<file path="src/verilog/eif_pkg.sv">
// ************************************************************
// Shared constants for the enable gating and frame index block
// ************************************************************
package eif_pkg;
  // Register port address width
  localparam int ADDR_W = 8;
  // Byte offsets of the two registers
  localparam logic [7:0] INT_ENABLE_OFFSET = 8'h28;
  localparam logic [7:0] FRAME_INDEX_OFFSET = 8'h2c;
  // Reset values
  localparam logic [5:0] INT_ENABLE_RESET = 6'h00;
  localparam logic [13:0] FRAME_INDEX_RESET = 14'h0000;
  // Enable and flag bit positions, shared by both registers
  localparam int IRQ_BIT_ASYNC = 5;
  localparam int IRQ_BIT_SYSERR = 4;
  localparam int IRQ_BIT_ROLLOVER = 3;
  localparam int IRQ_BIT_PORT = 2;
  localparam int IRQ_BIT_XACTERR = 1;
  localparam int IRQ_BIT_DONE = 0;
  localparam int IRQ_SRC_N = 6;
  // Sources that bypass the threshold, and those that wait for it
  localparam logic [5:0] IMMEDIATE_MASK = 6'h1c;
  localparam logic [5:0] DEFERRED_MASK = 6'h23;
  // Outside register fields that this block watches
  localparam int STATUS_HALTED_BIT = 12;
  localparam int CMD_RUN_STOP_BIT = 0;
  localparam int CMD_LIST_SIZE_LSB = 2;
  // Frame index geometry
  localparam int FRAME_INDEX_W = 14;
  localparam int LIST_INDEX_W = 10;
  localparam int SOF_LSB = 3;
  // Rollover masks: low N+1 index bits all ones
  localparam logic [13:0] ROLL_MASK_1024 = 14'h1fff;
  localparam logic [13:0] ROLL_MASK_512 = 14'h0fff;
  localparam logic [13:0] ROLL_MASK_256 = 14'h07ff;
  // Microframe timing
  localparam int CLK_PERIOD_NS = 100;
  localparam int UFRAME_NS = 125000;
  localparam int UFRAME_CYCLES = UFRAME_NS / CLK_PERIOD_NS;
  localparam int UFRAME_CNT_W = 11;
  // Frame list size codes
  typedef enum logic [1:0] {
    LIST_1024 = 2'b00,
    LIST_512 = 2'b01,
    LIST_256 = 2'b10,
    LIST_RSVD = 2'b11
  } eif_list_size_e;
  // Interrupt output states
  typedef enum logic [1:0] {
    IRQ_IDLE = 2'b00,
    IRQ_WAIT = 2'b01,
    IRQ_ASSERT = 2'b10
  } eif_irq_state_e;
endpackage

</file>
<file path="src/verilog/eif_uframe_timer.sv">
// ************************************************************
// Microframe divider: one-cycle tick per 125 us while running
// ************************************************************
module eif_uframe_timer (
  input wire logic clk,
  input wire logic rst,
  input wire logic run,
  output logic tick
);
  import eif_pkg::*;
  // Cycle counter within the current microframe
  logic [UFRAME_CNT_W-1:0] cnt_reg;
  logic [UFRAME_CNT_W-1:0] cnt_next;
  localparam logic [UFRAME_CNT_W-1:0] LAST = UFRAME_CNT_W'(UFRAME_CYCLES - 1);

  // Next count; restart from zero whenever the schedule stops
  always_comb begin
    cnt_next = cnt_reg;
    if (!run) begin
      cnt_next = '0;
    end else if (cnt_reg == LAST) begin
      cnt_next = '0;
    end else begin
      cnt_next = cnt_reg + 1'b1;
    end
  end

  // Register only
  always_ff @(posedge clk) begin
    if (rst) begin
      cnt_reg <= '0;
    end else begin
      cnt_reg <= cnt_next;
    end
  end

  // Tick on the last cycle of each microframe
  assign tick = run && (cnt_reg == LAST);
endmodule

</file>
<file path="src/verilog/eif_irq_frame_index.sv">
// Summary of operation
// - Interrupt only when enable and flag both set
// - Disabled sources still flag; only output suppressed
// - Async advance interrupt waits for threshold
// - Host system error interrupts immediately
// - Frame list rollover interrupts immediately
// - Port change interrupts immediately
// - Transaction error interrupt waits for threshold
// - Transfer complete interrupt waits for threshold
// - Clearing flag drops that source's request
// - Frame index advances every 125 us running
// - Index bits N..3 select list entry
// - Size code gives N of 12, 11, 10
// - Frame index writable only while halted
// - SOF frame number taken from frame index
module eif_irq_frame_index (
  input wire logic clk,
  input wire logic rst,
  input wire logic regWrEn,
  input wire logic regRdEn,
  input wire logic [eif_pkg::ADDR_W-1:0] regAddr,
  input wire logic [31:0] regWrData,
  input wire logic [3:0] regByteEn,
  output logic [31:0] regRdData,
  input wire logic [31:0] statusReg,
  input wire logic [31:0] commandReg,
  input wire logic thresholdTick,
  output logic hostIrq,
  output logic [eif_pkg::FRAME_INDEX_W-1:0] frameIndex,
  output logic [eif_pkg::LIST_INDEX_W-1:0] frameListIndex,
  output logic [10:0] sofFrameNumber,
  output logic listRollover,
  output logic uframeTick
);
  import eif_pkg::*;
  // ************************************************************
  // Decode of outside fields
  // ************************************************************
  logic [5:0] statusFlags; // Six flags gated by the enables
  logic haltedFlag; // Controller stopped
  logic runStop; // Schedule enabled by software
  eif_list_size_e listSize; // Frame list size code
  assign statusFlags = statusReg[IRQ_SRC_N-1:0];
  assign haltedFlag = statusReg[STATUS_HALTED_BIT];
  assign runStop = commandReg[CMD_RUN_STOP_BIT];
  assign listSize = eif_list_size_e'(commandReg[CMD_LIST_SIZE_LSB +: 2]);

  // Register port decode
  logic wrEnable; // Enable register write, low byte carries all fields
  logic wrIndex; // Accepted frame index write
  assign wrEnable = regWrEn && (regAddr == INT_ENABLE_OFFSET) && regByteEn[0];
  // Partial writes are dropped: only a full word is defined
  assign wrIndex = regWrEn && (regAddr == FRAME_INDEX_OFFSET) && (regByteEn == 4'hf)
    && haltedFlag;

  // ************************************************************
  // Interrupt enable register
  // ************************************************************
  logic [5:0] enable_reg;
  logic [5:0] enable_next;

  // Reserved bits are not stored and read back zero
  always_comb begin
    enable_next = enable_reg;
    if (wrEnable) begin
      enable_next = regWrData[IRQ_SRC_N-1:0];
    end
  end

  // Register only
  always_ff @(posedge clk) begin
    if (rst) begin
      enable_reg <= INT_ENABLE_RESET;
    end else begin
      enable_reg <= enable_next;
    end
  end

  // ************************************************************
  // Interrupt gating
  // ************************************************************
  // Enables only mask the output; flags are untouched here
  logic [5:0] gated; // One gate per source
  logic immCause; // Sources that skip the threshold
  logic defCause; // Sources that wait for the threshold
  generate
    for (genvar gi = 0; gi < IRQ_SRC_N; gi++) begin : g_gate
      assign gated[gi] = enable_reg[gi] && statusFlags[gi];
    end
  endgenerate
  assign immCause = |(gated & IMMEDIATE_MASK);
  assign defCause = |(gated & DEFERRED_MASK);

  eif_irq_state_e irqState_reg;
  eif_irq_state_e irqState_next;

  // Output state; once raised, a deferred source keeps it up until cleared
  always_comb begin
    irqState_next = irqState_reg;
    case (irqState_reg)
      IRQ_IDLE: begin
        if (immCause || (defCause && thresholdTick)) begin
          irqState_next = IRQ_ASSERT;
        end else if (defCause) begin
          irqState_next = IRQ_WAIT;
        end
      end
      IRQ_WAIT: begin
        if (immCause || (defCause && thresholdTick)) begin
          irqState_next = IRQ_ASSERT;
        end else if (!defCause) begin
          irqState_next = IRQ_IDLE; // Acknowledged before threshold
        end
      end
      IRQ_ASSERT: begin
        if (!immCause && !defCause) begin
          irqState_next = IRQ_IDLE; // All flags cleared
        end
      end
      default: begin
        irqState_next = IRQ_IDLE;
      end
    endcase
  end

  // Register only
  always_ff @(posedge clk) begin
    if (rst) begin
      irqState_reg <= IRQ_IDLE;
    end else begin
      irqState_reg <= irqState_next;
    end
  end

  // Straight decode of a flop, so no glitch reaches the host
  assign hostIrq = (irqState_reg == IRQ_ASSERT);

  // ************************************************************
  // Microframe timing and frame index
  // ************************************************************
  logic running; // Schedule actually executing
  assign running = runStop && !haltedFlag;

  // One tick per microframe while running
  eif_uframe_timer u_timer (
    .clk(clk),
    .rst(rst),
    .run(running),
    .tick(uframeTick)
  );

  logic [13:0] index_reg;
  logic [13:0] index_next;
  logic roll_reg;
  logic roll_next;
  logic [13:0] rollMask; // Low N+1 bits for the list size

  // Reserved size code is treated as the largest list
  always_comb begin
    case (listSize)
      LIST_512: rollMask = ROLL_MASK_512;
      LIST_256: rollMask = ROLL_MASK_256;
      default: rollMask = ROLL_MASK_1024;
    endcase
  end

  // Write while halted, else count microframes
  always_comb begin
    index_next = index_reg;
    roll_next = 1'b0;
    if (wrIndex) begin
      index_next = regWrData[FRAME_INDEX_W-1:0];
    end else if (uframeTick) begin
      index_next = index_reg + 14'h0001; // Wraps 3fff to 0
      roll_next = ((index_reg & rollMask) == rollMask);
    end
  end

  // Register only
  always_ff @(posedge clk) begin
    if (rst) begin
      index_reg <= FRAME_INDEX_RESET;
      roll_reg <= 1'b0;
    end else begin
      index_reg <= index_next;
      roll_reg <= roll_next;
    end
  end

  assign frameIndex = index_reg;
  assign listRollover = roll_reg;
  assign sofFrameNumber = index_reg[FRAME_INDEX_W-1:SOF_LSB];

  // List entry from bits N..3
  always_comb begin
    case (listSize)
      LIST_512: frameListIndex = {1'b0, index_reg[11:SOF_LSB]};
      LIST_256: frameListIndex = {2'b00, index_reg[10:SOF_LSB]};
      default: frameListIndex = index_reg[12:SOF_LSB];
    endcase
  end

  // ************************************************************
  // Read data
  // ************************************************************
  logic [31:0] rdData_reg;
  logic [31:0] rdData_next;

  // Unmapped offsets read zero
  always_comb begin
    rdData_next = rdData_reg;
    if (regRdEn) begin
      case (regAddr)
        INT_ENABLE_OFFSET: rdData_next = {26'h0, enable_reg};
        FRAME_INDEX_OFFSET: rdData_next = {18'h0, index_reg};
        default: rdData_next = 32'h00000000;
      endcase
    end
  end

  // Register only
  always_ff @(posedge clk) begin
    if (rst) begin
      rdData_reg <= 32'h00000000;
    end else begin
      rdData_reg <= rdData_next;
    end
  end

  assign regRdData = rdData_reg;
endmodule

</file>
<file path="config.mk">
export PLATFORM = sky130hd
export DESIGN_NAME = eif_irq_frame_index
export DESIGN_NICKNAME = d
export VERILOG_FILES = /design/src/verilog/eif_pkg.sv /design/src/verilog/eif_uframe_timer.sv /design/src/verilog/eif_irq_frame_index.sv
export SDC_FILE = /design/constraint.sdc
export NUM_CORES = 1
export LEC_CHECK = 0
export BUFFER_PORTS_ARGS = -buffer_cell sky130_fd_sc_hd__clkbuf_2
export CAP_MARGIN = 20
export CORE_MARGIN = 2
export CORE_UTILIZATION = 45
export DETAILED_ROUTE_END_ITERATION = 8
export PLACE_DENSITY = 0.9
export SETUP_SLACK_MARGIN = 0.15
export SLEW_MARGIN = 20
export SYNTH_ARGS = -nofsm -noshare
export SYNTH_HDL_FRONTEND = slang
export SYNTH_SLANG_ARGS = --single-unit
</file>
<file path="constraint.sdc">
create_clock -name clk -period 4.28 [get_ports clk]
set_input_delay 0.428 -clock clk [delete_from_list [all_inputs] [get_ports clk]]
set_output_delay 0.428 -clock clk [all_outputs]
set_load 0.02 [all_outputs]
</file>
==> reports/qor.csv <==
metric,value,unit
status,completed,
dr_total_vias,2240,
hold_buffers,0,
drt_iter0_drc,86,
crit_fanout,10,
start_util,0.471,
ir_worst_vdd,0.163,mV
p_leak,1.24,nW
rows,27,
r2r_cells,4,
cts_setup_buffers,0,
antenna_found_initial,0,
coreArea,5570,µm²
slew_viol_final,0,
synth_edf_count,0,
drive_gt1_frac,0.328,
synth_warnings,0,
overflow,0,
cts_tree,built,
worstPathRequired,4.51,ns
io-pin-count,183,
antenna_cells,0,
synth_xor_area_frac,0.0567,
cts_buffer_depth,2,
clock.fmax,447,MHz
setup_ws,2.05,ns
post-route-min-period,2.23,ns
fillers,496,
die_h,80.4,µm
critPathKind,reg -> reg,
drc,0,
tns,0,ns
synth.avg_cell_area,9.05,µm²
gp_congestion,0.828,
nets,474,
rsz0062_at_grt,false,
arrival,2.47,ns
hold_class,in -> reg,
r2r_slack,2.05,ns
portBuffers,92,
r2r_start,u_timer.cnt_reg[8],
root_buffer,clkbuf_8,
ys_types,47,
ctsResizeCount,0,
path_common_cell,or4_4,
post-route-period-util,0.522,
synth_compound_area_frac,0.124,
max_stage_delay,0.64,ns
setup_viol_count_final,0,
yosysSeqAreaShare,0.366,
netlist_area,2630,µm²
synth-async-reset-ratio,0,
grt_pass1_vias,1930,
fp.dieW,80.4,µm
ant_nets,0,
synth_top_area_frac,0.366,
synth.area.mux_share,0.0562,
yosys.area_share.adder,0.0238,
tightestPinTransition,0.881,ns
post_drt_via_cell_ratio,5.22,
cp-end-kind,flip-flop,
multiInputGateArea,1340,µm²
clk_latency,0.30,ns
syn_to_final_growth,13.7,%
final_cell_mix,"clkbuf_2, dfxtp_1, nor2_1",
seq_area,961,µm²
dp_hpwl,4510,µm
grt_pass1_wl,8890,µm
critPathSlowestCell,or4_4,
place_ws,1.92,ns
cts_buffers,5,
synth_ff_type,dfxtp_1,
cp_cell_sequence,or4_4 > or4_4 > or4_1 > nor2_1,
grt_use_total,0.175,
worst_slew_margin_rel,0.413,
synthSimpleGateAreaFrac,0.224,
cts.clk_slew.worst_paths,0.09,ns
synth-seq-cells,48,
synthTopCellsByArea,"dfxtp_1, buf_4, nor2_1",
endpoint,listRollover,
first_pass_iters,4,
finalWirelength,5760,µm
p_per_area,274,nW/µm²
maxCapViolCount,0,
synth_top_family_by_area,simple AND/OR/NAND/NOR gates,
final_common_cell,clkbuf_2,
synth_cells,290,
dieArea,6460,µm²
htreeDepth,2,
grt_max_degree,41,
clkSinkCount,48,
timing.rr.end,listRollover,
setup.worst_path.start,u_timer.cnt_reg[8],
finalHoldViolations,0,
finalClockSkew,0.00565,ns
avgRoutedWirePerCell,13.4,µm
worstSetupStartpointType,flip-flop,
yosysTopAreaCell,dfxtp_1,
==> worst min-delay path by stage <==
stage | from | to | slack [ns] | depth (start not counted)
floorplan | irqState_reg[0] | irqState_reg[1] | 0.42 | 1
global placement | irqState_reg[0] | irqState_reg[1] | 0.44 | 1
detailed placement | irqState_reg[0] | irqState_reg[1] | 0.47 | 1
CTS | regWrData[10] | frameIndex[10] | 0.39 | 3
global route | regWrData[1] | enable_reg[1] | 0.39 | 3
finish | regWrData[2] | enable_reg[2] | 0.39 | 3
==> metrics by stage <==
stage                     cell area, µm²  power, mW  instances  hold slack, ns  utilization
after floorplan                     2690      0.502        307           0.423            -
after global placement              2880      0.510        421           0.437        0.516
after detailed placement            2880      0.511        421           0.471        0.516
after CTS                           2980      0.827        429           0.390        0.535
after global routing                2980      0.852        429           0.392        0.535
final                               2980      0.818        429           0.394        0.535
==> metal layers <==
| metal | global-route usage | wire (µm) |
|---|---|---|
| met1 | 0.210 | 2430 |
| met2 | 0.314 | 2960 |
| met3 | 0.0360 | 321 |
| met4 | 0.0492 | 51 |
| met5 | 0 | 0 |
==> cells by family (layout without fill, tap and decap cells) <==
logic type | count (synthesis) | after routing
compound gates | 42 | 42
xor+xnor | 17 | 17
fa+ha+maj | 5 | 5
buf+inv | 57 | 107
flops | 48 | 48
mux | 14 | 14
other cells | 1 | 18
simple gates | 106 | 106
==> worst max-delay path, delay by kind of cell, from the launching register on <==
kind             cells  cell delay, ns
DFF                  1            0.35
and+or+nand+nor      4            1.82
==> power breakdown <==
group	total, mW	internal (mW)	switching (mW)
clock network	0.317	0.173	0.144
registers	0.447	0.447	0.000715
logic	0.0534	0.0178	0.0356
total	0.818	0.638	0.180
==> layout make-up <==
class / instances / share of cell area
timing repair buffer: 92 / 0.154
tap: 72 / 0.0302
clock buffer: 6 / 0.0243
clock inverter: 2 / 0.0117
multi-input combinational: 202 / 0.449
sequential: 48 / 0.322
inverter: 7 / 0.00881
==> cell usage after synthesis (7+ instances only) <==
master / number
a211oi_1: 7
a22oi_1: 16
buf_4: 37
clkbuf_1: 8
dfxtp_1: 48
inv_1: 7
mux2i_1: 8
nand2_1: 11
nand3_1: 9
nor2_1: 44
nor3_2: 7
xnor2_1: 11
Power figures use the tool's default switching activity.
